[src/common/wasc_pkg.sv]
// package: constants of the waveform auto-shutdown control
// assumes: one clock domain, byte-addressed Avalon-MM register slave
package wasc_pkg;

    // ****************************************************
    // register byte offsets
    // ****************************************************
    localparam logic [4:0] OFS_STATUS   = 5'h00;
    localparam logic [4:0] OFS_SRC_EN   = 5'h04;
    localparam logic [4:0] OFS_EV_STAT  = 5'h08;
    localparam logic [4:0] OFS_EV_CLR   = 5'h0C;
    localparam logic [4:0] OFS_EV_EN    = 5'h10;

    // ****************************************************
    // field positions
    // ****************************************************
    localparam int BIT_SHUTDOWN = 7;
    localparam int BIT_RESTART  = 6;
    localparam int POS_BD_STATE = 4;
    localparam int POS_AC_STATE = 2;
    localparam int NUM_SRC      = 5;
    localparam int NUM_EV       = 2;
    localparam int EV_ENTERED   = 0;
    localparam int EV_RELEASED  = 1;

    // ****************************************************
    // reset values and fixed read bits
    // ****************************************************
    localparam logic [1:0] RST_BD_STATE = 2'h1;
    localparam logic [1:0] RST_AC_STATE = 2'h1;
    localparam logic [2:0] SRC_EN_TOP   = 3'h7;

    // ****************************************************
    // pair override encodings
    // ****************************************************
    localparam logic [1:0] ST_INACTIVE = 2'h0;
    localparam logic [1:0] ST_TRISTATE = 2'h1;
    localparam logic [1:0] ST_LOW      = 2'h2;
    localparam logic [1:0] ST_HIGH     = 2'h3;

    typedef enum logic {
        WASC_RUN  = 1'b0,
        WASC_HOLD = 1'b1
    } wasc_mode_t;

endpackage

[src/verilog/wasc_rise_det.sv]
// rising edge detector for the waveform input
// assumes: input synchronous to mclk
module wasc_rise_det (
    input  wire logic mclk,
    input  wire logic srst,
    input  wire logic sig,
    output logic      rise
);
    typedef struct packed {
        logic prev;
    } wasc_rise_st_t;

    wasc_rise_st_t s_r;
    wasc_rise_st_t s_nxt;

    always_comb begin
        s_nxt      = s_r;
        s_nxt.prev = sig;
    end

    always_ff @(posedge mclk) begin
        if (srst) begin
            s_r <= '0;
        end else begin
            s_r <= s_nxt;
        end
    end

    assign rise = sig & ~s_r.prev;
endmodule

[src/verilog/wasc_pair_out.sv]
// output override for one pair of generator outputs
// assumes: wave and db_done come from the dead-band logic
module wasc_pair_out (
    input  wire logic       mclk,
    input  wire logic       srst,
    input  wire logic       active,
    input  wire logic [1:0] state,
    input  wire logic [1:0] wave,
    input  wire logic [1:0] pol,
    input  wire logic       db_done,
    output logic      [1:0] pin_out,
    output logic      [1:0] pin_oe
);
    typedef struct packed {
        logic [1:0] out;
        logic [1:0] oe;
    } wasc_pair_st_t;

    wasc_pair_st_t s_r;
    wasc_pair_st_t s_nxt;

    always_comb begin
        s_nxt = s_r;
        if (!active) begin
            s_nxt.out = wave;
            s_nxt.oe  = 2'h3;
        end else begin
            case (state)
                wasc_pkg::ST_HIGH: begin
                    s_nxt.out = 2'h3;
                    s_nxt.oe  = 2'h3;
                end
                wasc_pkg::ST_LOW: begin
                    s_nxt.out = 2'h0;
                    s_nxt.oe  = 2'h3;
                end
                wasc_pkg::ST_TRISTATE: begin
                    s_nxt.out = 2'h0;
                    s_nxt.oe  = 2'h0;
                end
                default: begin
                    s_nxt.oe = 2'h3;
                    if (db_done) begin
                        s_nxt.out = pol;
                    end
                end
            endcase
        end
    end

    always_ff @(posedge mclk) begin
        if (srst) begin
            s_r <= '0;
        end else begin
            s_r <= s_nxt;
        end
    end

    assign pin_out = s_r.out;
    assign pin_oe  = s_r.oe;
endmodule

[src/verilog/wasc_top.sv]
// auto-shutdown control of a complementary waveform generator
// assumes: all inputs synchronous to mclk, Avalon-MM master with waitrequest
// Behaviour
// - status bit shows shutdown in effect
// - pair B/D forced high, low or tristate
// - pair A/C forced high, low or tristate
// - state 00 drives polarity level after dead-band
// - software may set shutdown while generator off
// - outputs held until next waveform rising edge
// - logic cell two source gated by enable
// - second comparator source gated by enable
// - first comparator source gated by enable
// - timer postscale source gated by enable
// - selected input pin source gated by enable
//
// Added by the designer: the register offsets and the Avalon-MM register port.
module wasc_top #(
    parameter int ADDR_W = 5
) (
    input  wire logic              mclk,
    input  wire logic              srst,
    input  wire logic [ADDR_W-1:0] avs_address,
    input  wire logic              avs_read,
    input  wire logic              avs_write,
    input  wire logic [31:0]       avs_writedata,
    input  wire logic [3:0]        avs_byteenable,
    output logic      [31:0]       avs_readdata,
    output logic                   avs_waitrequest,
    input  wire logic              generator_enable,
    input  wire logic              waveform_in,
    input  wire logic              logic_cell_two_output,
    input  wire logic              second_comparator_output,
    input  wire logic              first_comparator_output,
    input  wire logic              second_timer_postscaled,
    input  wire logic              shutdown_pin_selector,
    input  wire logic [1:0]        wave_ac,
    input  wire logic [1:0]        wave_bd,
    input  wire logic [1:0]        polarity_ac,
    input  wire logic [1:0]        polarity_bd,
    input  wire logic              deadband_done,
    output logic      [1:0]        outputs_a_and_c,
    output logic      [1:0]        outputs_a_and_c_oe,
    output logic      [1:0]        outputs_b_and_d,
    output logic      [1:0]        outputs_b_and_d_oe,
    output logic                   shutdown_active,
    output logic                   irq
);
    // ****************************************************
    // elaboration checks
    // ****************************************************
    if (ADDR_W < 5) begin : g_bad_addr
        $error("ADDR_W must be at least 5");
    end

    // ****************************************************
    // state
    // ****************************************************
    typedef struct packed {
        logic                          ack;
        logic [31:0]                   rdata;
        logic                          shut;
        logic                          restart;
        logic [1:0]                    bd_state;
        logic [1:0]                    ac_state;
        logic [wasc_pkg::NUM_SRC-1:0]  src_en;
        wasc_pkg::wasc_mode_t          mode;
        logic [wasc_pkg::NUM_EV-1:0]   ev_st;
        logic [wasc_pkg::NUM_EV-1:0]   ev_en;
    } wasc_top_st_t;

    wasc_top_st_t s_r;
    wasc_top_st_t s_nxt;

    logic                         req;
    logic                         commit;
    logic                         lane0;
    logic                         hi_addr;
    logic [4:0]                   ofs;
    logic                         wr_status;
    logic                         wr_src_en;
    logic                         wr_ev_clr;
    logic                         wr_ev_en;
    logic                         sw_set;
    logic                         sw_clear;
    logic [wasc_pkg::NUM_SRC-1:0] sources;
    logic                         src_active;
    logic                         auto_clear;
    logic                         rise;
    logic [wasc_pkg::NUM_EV-1:0]  ev_hit;
    logic [7:0]                   status_byte;

    // ****************************************************
    // bus decode
    // ****************************************************
    assign req     = avs_read | avs_write;
    assign commit  = req & s_r.ack;
    assign lane0   = avs_byteenable[0];
    assign ofs     = avs_address[4:0];
    if (ADDR_W > 5) begin : g_hi
        assign hi_addr = |avs_address[ADDR_W-1:5];
    end else begin : g_no_hi
        assign hi_addr = 1'b0;
    end

    assign wr_status = commit & avs_write & lane0 & !hi_addr & (ofs == wasc_pkg::OFS_STATUS);
    assign wr_src_en = commit & avs_write & lane0 & !hi_addr & (ofs == wasc_pkg::OFS_SRC_EN);
    assign wr_ev_clr = commit & avs_write & lane0 & !hi_addr & (ofs == wasc_pkg::OFS_EV_CLR);
    assign wr_ev_en  = commit & avs_write & lane0 & !hi_addr & (ofs == wasc_pkg::OFS_EV_EN);

    // ****************************************************
    // shutdown sources
    // ****************************************************
    assign sources = {logic_cell_two_output, second_comparator_output, first_comparator_output,
                      second_timer_postscaled, shutdown_pin_selector};
    assign src_active = |(sources & s_r.src_en);

    // software set only while generator off
    assign sw_set     = wr_status & avs_writedata[wasc_pkg::BIT_SHUTDOWN] & !generator_enable;
    assign sw_clear   = wr_status & !avs_writedata[wasc_pkg::BIT_SHUTDOWN];
    assign auto_clear = s_r.restart & !src_active;

    wasc_rise_det u_rise (
        .mclk (mclk),
        .srst (srst),
        .sig  (waveform_in),
        .rise (rise)
    );

    assign status_byte = {s_r.shut, s_r.restart, s_r.bd_state, s_r.ac_state, 2'h0};

    always_comb begin
        s_nxt = s_r;

        // one wait state per access
        s_nxt.ack = req & !s_r.ack;
        if (req && !s_r.ack) begin
            s_nxt.rdata = 32'h0000_0000;
            if (!hi_addr) begin
                case (ofs)
                    wasc_pkg::OFS_STATUS:  s_nxt.rdata = {24'h00_0000, status_byte};
                    wasc_pkg::OFS_SRC_EN:  s_nxt.rdata = {24'h00_0000, wasc_pkg::SRC_EN_TOP, s_r.src_en};
                    wasc_pkg::OFS_EV_STAT: s_nxt.rdata = {30'h0000_0000, s_r.ev_st};
                    wasc_pkg::OFS_EV_EN:   s_nxt.rdata = {30'h0000_0000, s_r.ev_en};
                    default:               s_nxt.rdata = 32'h0000_0000;
                endcase
            end
        end

        if (wr_status) begin
            s_nxt.restart  = avs_writedata[wasc_pkg::BIT_RESTART];
            s_nxt.bd_state = avs_writedata[wasc_pkg::POS_BD_STATE +: 2];
            s_nxt.ac_state = avs_writedata[wasc_pkg::POS_AC_STATE +: 2];
        end
        if (wr_src_en) begin
            s_nxt.src_en = avs_writedata[wasc_pkg::NUM_SRC-1:0];
        end
        if (wr_ev_en) begin
            s_nxt.ev_en = avs_writedata[wasc_pkg::NUM_EV-1:0];
        end

        // hardware set wins over any clear
        s_nxt.shut = src_active | sw_set | (s_r.shut & !sw_clear & !auto_clear);

        // hold until rising edge after clear
        case (s_r.mode)
            wasc_pkg::WASC_RUN: begin
                if (s_r.shut) begin
                    s_nxt.mode = wasc_pkg::WASC_HOLD;
                end
            end
            wasc_pkg::WASC_HOLD: begin
                if (!s_r.shut && rise) begin
                    s_nxt.mode = wasc_pkg::WASC_RUN;
                end
            end
            default: s_nxt.mode = wasc_pkg::WASC_RUN;
        endcase

        // event flags, set wins over clear
        if (wr_ev_clr) begin
            s_nxt.ev_st = s_r.ev_st & ~avs_writedata[wasc_pkg::NUM_EV-1:0];
        end
        s_nxt.ev_st = s_nxt.ev_st | ev_hit;
    end

    // entry taken from the set terms, not s_nxt, to keep the comb path acyclic
    assign ev_hit[wasc_pkg::EV_ENTERED]  = (src_active | sw_set) & !s_r.shut;
    assign ev_hit[wasc_pkg::EV_RELEASED] = (s_r.mode == wasc_pkg::WASC_HOLD) & !s_r.shut & rise;

    always_ff @(posedge mclk) begin
        if (srst) begin
            s_r          <= '0;
            s_r.bd_state <= wasc_pkg::RST_BD_STATE;
            s_r.ac_state <= wasc_pkg::RST_AC_STATE;
            s_r.mode     <= wasc_pkg::WASC_RUN;
        end else begin
            s_r <= s_nxt;
        end
    end

    // ****************************************************
    // outputs
    // ****************************************************
    assign avs_waitrequest = req & !s_r.ack;
    assign avs_readdata    = s_r.rdata;
    assign shutdown_active = (s_r.mode == wasc_pkg::WASC_HOLD);
    assign irq             = |(s_r.ev_st & s_r.ev_en);

    wasc_pair_out u_pair_ac (
        .mclk    (mclk),
        .srst    (srst),
        .active  (shutdown_active),
        .state   (s_r.ac_state),
        .wave    (wave_ac),
        .pol     (polarity_ac),
        .db_done (deadband_done),
        .pin_out (outputs_a_and_c),
        .pin_oe  (outputs_a_and_c_oe)
    );

    wasc_pair_out u_pair_bd (
        .mclk    (mclk),
        .srst    (srst),
        .active  (shutdown_active),
        .state   (s_r.bd_state),
        .wave    (wave_bd),
        .pol     (polarity_bd),
        .db_done (deadband_done),
        .pin_out (outputs_b_and_d),
        .pin_oe  (outputs_b_and_d_oe)
    );
endmodule

[config.mk]
export PLATFORM = sky130hd
export DESIGN_NAME = wasc_top
export DESIGN_NICKNAME = d
export VERILOG_FILES = /design/src/common/wasc_pkg.sv /design/src/verilog/wasc_rise_det.sv /design/src/verilog/wasc_pair_out.sv /design/src/verilog/wasc_top.sv
export SDC_FILE = /design/constraint.sdc
export NUM_CORES = 1
export LEC_CHECK = 0
export BUFFER_PORTS_ARGS = -buffer_cell sky130_fd_sc_hd__buf_2
export CAP_MARGIN = 20
export CORE_MARGIN = 2
export CORE_UTILIZATION = 25
export DETAILED_ROUTE_END_ITERATION = 8
export GPL_TIMING_DRIVEN = 0
export PLACE_DENSITY = 0.54
export RECOVER_POWER = 25
export SYNTH_ARGS = -nofsm -noshare
export SYNTH_HDL_FRONTEND = slang
export SYNTH_HIERARCHICAL = 1
export SYNTH_SLANG_ARGS = --single-unit
[constraint.sdc]
create_clock -name mclk -period 2.1 [get_ports mclk]
set_input_delay 0.21 -clock mclk [delete_from_list [all_inputs] [get_ports mclk]]
set_output_delay 0.21 -clock mclk [all_outputs]
set_load 0.1 [all_outputs]
==> results summary, run 1 <==
The number of warnings issued by yosys is 6. The post-route fraction of the period consumed by the critical path is 0.8082. The count of flip-flops with a built-in enable after synthesis is 0. In this run the critical register-to-register path is launched from shutdown_active. The floorplan step defined a die boundary enclosing 0.007566 mm². At the worst endpoint, the arrival time is 1.49 ns. The length of the first detailed-routing pass in iterations came out at 4. The starting utilization of the core area came out at 0.2562.

The critical path in this run is classified as reg2out. Counting I/O delays and the setup requirement, the final critical path takes 1.697 ns. The number of levels in the clock H-tree is 2. Synthesis produced a netlist whose cell count is 190.

The setup slack of the worst register-to-register path came out at 0.75 ns. The routed wire length per instance is 11.55 µm. The number of global-route vias before repair is 1242.

The ratio of routed vias to standard cells is 4.239. The global-route congestion overflow total is 0. The number of buffers inserted by hold repair at cts is 0. The share of total power dissipated in combinational logic is 0.272.

The share of flip-flops with an asynchronous set or reset after synthesis came out at 0. Setup repair after global routing left no endpoint under its margin. The type of the most critical hold path is in2reg. Of the total power, the share spent switching nets is 0.3655. For this run, the total global-route usage over all layers was measured as 0.1072. The critical path buffer and inverter count came out at 1. The internal portion of the total power is 0.9666 mW. The largest single stage delay on the critical path is 0.87 ns.

The type of origin of the critical path is a register. The half-perimeter wire length after placement came out at 3199 µm. For this block, the routed nets add up to 4067 µm of wire. The sequential element share of the synthesized area is 0.3721. The final net count came out at 332. The number of buffers inserted to repair setup after CTS came out at 0. The first-pass GRT wire length came out at 6120 µm.

The setup-violating endpoint count in the final report came out at 0. The net load switching power is 0.5568 mW. After synthesis, the netlist uses 39 different library cells. The cell area after technology mapping is 0.001722 mm². The die span in y is 86.99 µm. Traced cell by cell, the critical path runs through clkbuf_1.

The clock transition at the register clock pins on the worst setup and hold paths after CTS came out at 0.06 ns. The initialized floorplan defines 30 standard-cell rows. The number of slew-limit violations in the final report came to 0. The maximum number of pins on one net before global-route repair came out at 16. The tightest hold margin came out at 0.1551 ns. The dominant synthesized flop cell is dfxtp_1. The clock share of power is 0.319. The worst setup path startpoint is u_pair_ac/pin_out[1]. The critical path's slowest cell is clkbuf_1. The die width is 86.99 µm.

The count of cells in the finished layout, fillers not included, comes to 352. The final antenna-violating net count is 0. On the critical path the largest part of the delay comes from buffers and inverters. The core area is 0.006719 mm². The number of clock sinks came out at 32. The power density over the cells came out at 677.9 mW/mm². The top-level I/O count is 104. The layout overhead on the synthesized area came out at 30.52%. The post-route DRC violation count is 0. The source of the worst hold timing path is avs_writedata[2].

The number of antenna diodes in the final layout is 0. The total of buffers placed on input and output ports is 51. The number of vias in the routed layout came out at 1492. The initial antenna violation count was 0.

Static timing analysis puts the maximum clock frequency at 589.2 MHz. TritonCTS built the clock tree. The maximum root-to-sink buffer count came out at 2.

Measured against its own limit, the worst slew margin works out to 0.2202. Counting the buffers created by CTS gives 5. The starting DRC count in detailed routing is 48. The worst setup skew after layout came out at 0.006004 ns.

The number of instances resized during post-cts repair is 0. CTS placed an instance of clkbuf_8 at the clock tree root. The setup TNS after final layout came out at 0 ns.

Of the total power, registers draw 0.409. The final number of hold-violating endpoints came to 0. The mean cell area of the mapped netlist came out at 9.061 µm². The highest fanout seen on the critical path came out at 2. The cell total after placement is 344. Routability-driven placement finished with a final weighted congestion of 0.8204. The share of final-layout standard cells stronger than drive strength 1 came out at 0.3787. IR analysis of the VDD net gives a maximum drop of 0.0002513 V. The synthesis-stage register bit count came out at 32.

The tool flagged a number of max-cap violations equal to 0. The flow ran to the end, and the final reports show no timing, DRC or antenna violations. The analysis attributes to cell leakage a power of 1.057 nW.

The data required time of the worst path is 1.89 ns. The clock latency on the worst-skew pair came out at 0.29 ns. At the pin with the least slew margin, the transition time is 1.175 ns.

The kind of capture point of the worst setup path is a primary output.
sequential cells by signal (all words and copies together) (netlist names):
signal,flops
s_r,16
u_pair_ac/pin_oe,1
u_pair_bd/pin_oe,1
u_pair_ac/pin_out,2
avs_readdata,8
u_pair_bd/pin_out,2
shutdown_active,1
u_rise/s_r,1
cell type report:
type	count	area, µm²
Buffer	38	270.3
Clock buffer	8	90.09
Fill cell	711	4472
Inverter	10	37.54
Multi-Input combinational cell	133	858.3
Sequential cell	32	640.6
Tap cell	80	100.1
Timing Repair Buffer	51	250.2
power groups by stage:
stage	clock network [mW]	registers, mW	logic (mW)
after floorplan	0	0.681	0.305
after global placement	0	0.636	0.415
after detailed placement	0	0.637	0.415
after CTS	0.503	0.623	0.416
after global routing	0.534	0.624	0.432
final	0.485	0.623	0.415
metal layers:
metal / vias up / wire length, µm / track usage
met2: 60 / 1782 / 0.1589
met5: - / 0 / 0
met4: 0 / 57 / 0.04261
met3: 6 / 348 / 0.04265
li1: 774 / - / -
met1: 652 / 1878 / 0.1387
synthesized netlist by cell type, types with 2 or more instances:
cell / count / area, µm²
a21oi_1: 7 / 35.03
a22oi_1: 6 / 45.04
a2bb2oi_1: 2 / 17.52
a311oi_1: 4 / 35.03
a31oi_1: 2 / 12.51
buf_4: 34 / 255.2
clkbuf_1: 4 / 15.01
dfxtp_1: 32 / 640.6
inv_1: 10 / 37.54
mux2_2: 3 / 33.78
mux2i_1: 12 / 120.1
nand2_1: 6 / 22.52
nand2b_2: 4 / 35.03
nand3_1: 6 / 30.03
nor2_1: 18 / 67.56
nor2b_1: 3 / 18.77
nor2b_4: 2 / 27.53
nor3_1: 4 / 20.02
nor3b_2: 2 / 25.02
o211ai_1: 4 / 30.03
o21ai_0: 5 / 25.02
o21ai_1: 2 / 10.01
or3b_1: 2 / 17.52
path summary, 6_finish.rpt:
| kind | to | depth (start not counted) |
|---|---|---|
| hold reg to reg | avs_readdata[7] | 2 |
| setup / recovery | outputs_a_and_c[1] | 1 |
| setup reg to reg | u_pair_ac/pin_out[1] | 3 |
| hold / removal | s_r[10] | 3 |
through the flow:
stage / cell area (µm²) / worst slack, ns / utilization / total power [mW]
after global routing: 2247 / 0.3539 / 0.3345 / 1.590
after floorplan: 1808 / 0.2681 / - / 0.9854
final: 2247 / 0.4027 / 0.3345 / 1.523
after detailed placement: 2163 / 0.2308 / 0.3220 / 1.052
after CTS: 2253 / 0.5029 / 0.3354 / 1.542
after global placement: 2163 / 0.2769 / 0.3220 / 1.051
logic make-up after synthesis:
group,count (synthesis),share of synthesized area
buf+inv,48,0.1788
flops,32,0.3721
simple gates,55,0.1955
other cells,1,0.002178
mux,15,0.08939
compound gates,39,0.1621
layout by cell type, fill, tap and decap left out, types with 2 or more instances in the layout:
master | Yosys | layout
a21oi_1 | 7 | 7
a22oi_1 | 6 | 6
a2bb2oi_1 | 2 | 2
a311oi_1 | 4 | 4
a31oi_1 | 2 | 2
buf_2 | 0 | 47
buf_4 | 34 | 34
clkbuf_1 | 4 | 10
clkbuf_8 | 0 | 6
conb_1 | 1 | 24
dfxtp_1 | 32 | 32
inv_1 | 10 | 10
mux2_2 | 3 | 3
mux2i_1 | 12 | 12
nand2_1 | 6 | 6
nand2b_2 | 4 | 4
nand3_1 | 6 | 6
nor2_1 | 18 | 18
nor2b_1 | 3 | 3
nor2b_4 | 2 | 2
nor3_1 | 4 | 4
nor3b_2 | 2 | 2
o211ai_1 | 4 | 4
o21ai_0 | 5 | 5
o21ai_1 | 2 | 2
or3b_1 | 2 | 2
No activity file was read; power rests on OpenSTA's default activity.
==> run 2, diff against run 1 <==
--- a/config.mk
+++ b/config.mk
@@ -5,13 +5,14 @@
 export SDC_FILE = /design/constraint.sdc
 export NUM_CORES = 1
 export LEC_CHECK = 0
+export ABC_AREA = 1
 export BUFFER_PORTS_ARGS = -buffer_cell sky130_fd_sc_hd__buf_2
 export CAP_MARGIN = 20
 export CORE_MARGIN = 2
 export CORE_UTILIZATION = 25
 export DETAILED_ROUTE_END_ITERATION = 8
 export GPL_TIMING_DRIVEN = 0
-export PLACE_DENSITY = 0.54
+export PLACE_DENSITY = 0.53
 export RECOVER_POWER = 25
 export SYNTH_ARGS = -nofsm -noshare
 export SYNTH_HDL_FRONTEND = slang
==> constraint.sdc (replaced) <==
create_clock -name mclk -period 1.6 [get_ports mclk]
set_input_delay 0.16 -clock mclk [delete_from_list [all_inputs] [get_ports mclk]]
set_output_delay 0.16 -clock mclk [all_outputs]
set_load 0.1 [all_outputs]
==> results summary, run 2 <==
By instance count, the leading cell after synthesis is nand2_1. The instance area after placement came out at 0.002315 mm² (+7.0%). The routed wire length per instance is 9.739 µm (-16%). The post-synthesis cell type count is 31 (-21%).

The clock transition at the register clock pins on the worst setup and hold paths after CTS came to 0.06 ns (about the same). The most critical setup path has its endpoint at avs_waitrequest. The transition at the pin with the smallest max-transition slack is 0.5893 ns (-0.5854 ns). The worst setup path is launched from a register. The number of buffers inserted by hold repair at cts is 0 (unchanged). The share of flip-flops with an asynchronous set or reset after synthesis came out at 0 (unchanged).

The clock latency on the worst-skew pair was 0.28 ns (about the same). The total of buffers placed on input and output ports is 52 (+2.0%). The maximum root-to-sink buffer count is 2 (unchanged).

The power density over the cells is 847.5 mW/mm² (+25%). The share of cell area taken by muxes after synthesis came out at 0 (-0.08939). The number of instances in the synthesized netlist came out at 258 (+36%). The post-route DRC violation count is 0 (unchanged). The count of antenna diodes in the layout is 0 (unchanged). The setup slack of the worst register-to-register path is 0.46 ns (-0.29 ns). Setup repair after global routing left no endpoint under its margin.

The final net count came to 401 (+21%). The setup TNS after final layout was 0 ns (unchanged). The type of the most critical hold path is in2reg. The total non-filler cell area in the finished layout is 0.002396 mm² (+6.6%). The dominant synthesized flop cell is dfxtp_1. The length of the first detailed-routing pass in iterations came out at 6 (+2).

The number of clock sinks came to 32 (unchanged). The starting DRC count in detailed routing is 56 (+17%). Leaving out fill and tap cells, the most frequent cell in the layout is buf_2. The worst register-to-register path ends at avs_readdata[4]. STA classifies the critical path endpoint as a primary output. The worst setup skew after layout is 0.002221 ns (-0.003782 ns). The parity-gate share of the synthesized area counting xor and xnor cells is 0 (unchanged).

The worst voltage drop across the vdd grid is 0.0002398 V (-4.6%). The maximum clock frequency is 663.7 MHz. The number of warnings issued by yosys came out at 6 (unchanged). The count of flip-flops with a built-in enable after synthesis is 0 (unchanged).

The share of final-layout standard cells stronger than drive strength 1 came out at 0.3460 (-0.03264). The final antenna-violating net count came out at 0 (unchanged). The total routing resource utilization after global routing is 0.1110 (+0.003719). The setup-violating endpoint count in the final report is 0 (unchanged). The die area is 0.008075 mm² (+6.7%). The global-route congestion overflow total is 0 (unchanged). In this run the worst setup path begins at s_r[48]. The worst register-to-register path begins at s_r[48].

The flow ran to the end, and the final reports show no timing, DRC or antenna violations. TritonCTS built the clock tree. The number of flip-flops under the largest register name is 16 (unchanged). The number of buffers added by the clock tree synthesis step is 5 (unchanged).

The data required time of the worst path is 1.44 ns (-0.45 ns). The die width is 89.86 µm (+3.3%). The number of cells traversed by the worst register-to-register path came out at 5 (+2).

The area of all sequential standard cells was 640.6 µm² (unchanged). The top cell type's share of synthesized area is 0.3476 (-0.02450). The layout overhead on the synthesized area came out at 30.01%.

The number of max-cap violations is 0 (unchanged). The top-level I/O count came out at 104 (unchanged). The sequential element share of the synthesized area is 0.3476 (-0.02450).

The adder-cell share of the synthesized area is 0 (unchanged). The area share of and/or/nand/nor cells after synthesis came out at 0.3062 (+0.1107). The final routed wirelength across all metal layers is 4285 µm (+5.4%). Dividing the final minimum period by the clock period gives 0.9416. The fraction of the mapped netlist area in compound gates came to 0.1249 (-0.03715). The number of vias in the routed layout is 1685 (+13%).

The synthesis-stage register bit count came out at 32 (unchanged). The multi-input combinational cell area came to 872.1 µm² (+1.6%). The synthesized design spends more area on one cell type than any other, namely dfxtp_1. The maximum number of pins on one net before global-route repair was 12 (-4). The largest register by flop count is s_r. The starting utilization of the core area is 0.2555 (-0.0007752).

The final number of hold-violating endpoints was 0 (unchanged). The first-pass GRT wire length was 7134 µm (+17%). The core area came to 0.007214 mm² (+7.4%). The worst relative slew slack was 0.6071 (+0.3869). The highest fanout seen on the critical path was 10 (+8). The ratio of routed vias to standard cells is 3.830 (-9.7%).

The arrival time at the worst endpoint came out at 1.35 ns (-0.14 ns). The number of levels in the clock H-tree was 2 (unchanged). The cell area after technology mapping is 0.001843 mm² (+7.0%). The number of slew-limit violations in the final report came out at 0 (unchanged). The routability-driven placement congestion ratio is 0.7465 (-9.0%). The initial antenna violation count is 0 (unchanged). The half-perimeter wire length after placement was 3541 µm (+11%). The main combinational cell family by area after synthesis is simple AND/OR/NAND/NOR gates.

The mean cell area of the mapped netlist is 7.143 µm² (-21%). The static leakage is 1.209 nW (+14%). The master cell of the clock root buffer is clkbuf_8. The placement row count is 31 (+3.3%). After synthesis, the most frequently instantiated cells are nand2_1, nor2_1, buf_4. The number of global-route vias before repair came out at 1598 (+29%). The post-layout minimum cycle time is 1.507 ns. The total of fill cells in the finished design came out at 805 (+13%).

The die span in y is 89.86 µm (+3.3%). In the layout the commonest cells are buf_2, nand2_1, nor2_1. The critical setup path kind is reg2out. Sorting the synthesized cells by area gives the leading types as dfxtp_1, buf_4, nand2_1.
==> run 2: cell count changes in the layout (fill, tap and decap cells not counted), sizes merged, moves of 5 or more <==
cell	delta
o21ai	+12
nand4	+10
nor2	+24
clkbuf	-5
a22oi	-6
mux2i	-12
nand2	+39
buf	+5
a21oi	+9
inv	+23
nor2b	-5
nand3	+8
==> run 2: what timing repair did <==
| action | in CTS | in global routing |
|---|---|---|
| gates resized for setup | 1 | 1 |
| hold endpoints to repair | 0 | 0 |
| endpoints found under the setup margin | 1 | 1 |
| pin swaps | 0 | 0 |
| setup buffers | 0 | 0 |
==> run 2: worst max-delay path, stage by stage, from the launching register on <==
cell	delay, ns
dfxtp_1	0.31
o21bai_1	0.19
buf_2	0.21
inv_2	0.12
buf_6	0.23
==> run 2: area by class of cell <==
cell class,instances,share of cell area
Buffer,37,0.1117
Clock buffer,8,0.03760
Inverter,35,0.05692
Multi-Input combinational cell,177,0.3640
Sequential cell,32,0.2674
Tap cell,99,0.05170
Timing Repair Buffer,52,0.1107
==> run 2: worst min-delay path by stage <==
stage | from | end | slack [ns] | cells past startpoint
floorplan | srst | avs_readdata[0] | 0.23 | 1
detailed placement | avs_writedata[2] | s_r[10] | 0.39 | 3
global route | avs_writedata[2] | s_r[10] | 0.11 | 3
finish | avs_writedata[2] | s_r[10] | 0.1 | 3
global placement | avs_writedata[2] | s_r[10] | 0.38 | 3
CTS | avs_writedata[2] | s_r[10] | 0.1 | 3
==> run 2: per-stage QoR <==
stage | setup slack (ns) | std cells | hold WS, ns | utilization | power (mW)
global route | 0.02899 | 440 | 0.1063 | 0.3321 | 2.121
floorplan | 0.08377 | 281 | 0.2291 | - | 1.318
detailed placement | 0.2143 | 432 | 0.3945 | 0.3208 | 1.410
finish | 0.09338 | 440 | 0.09827 | 0.3321 | 2.031
global placement | 0.2108 | 432 | 0.3793 | 0.3208 | 1.408
CTS | 0.03177 | 440 | 0.09923 | 0.3337 | 2.054
==> run 2: layer usage <==
metal / share of wire / wire [µm] / global-route usage / vias to the layer above
met5: 0 / 0 / 0 / -
met4: 0.015 / 65 / 0.04359 / 0
met3: 0.065 / 277 / 0.03353 / 7
met2: 0.44 / 1900 / 0.1749 / 50
met1: 0.48 / 2042 / 0.1426 / 696
li1: - / - / - / 932
==> run 2: logic make-up (layout without fill, tap and decap cells) <==
family	after synthesis	count (layout)
buffers and inverters	72	132
and+or+nand+nor	113	113
other	1	24
AOI/OAI and AO/OA	40	40
DFF	32	32
==> run 2: power by group <==
part,switching (mW),leakage (nW),total [mW],internal (mW)
Sequential,0.00676,0.260,0.818,0.811
Combinational,0.460,0.903,0.576,0.115
Clock,0.287,0.0455,0.638,0.350
Total,0.754,1.21,2.03,1.28
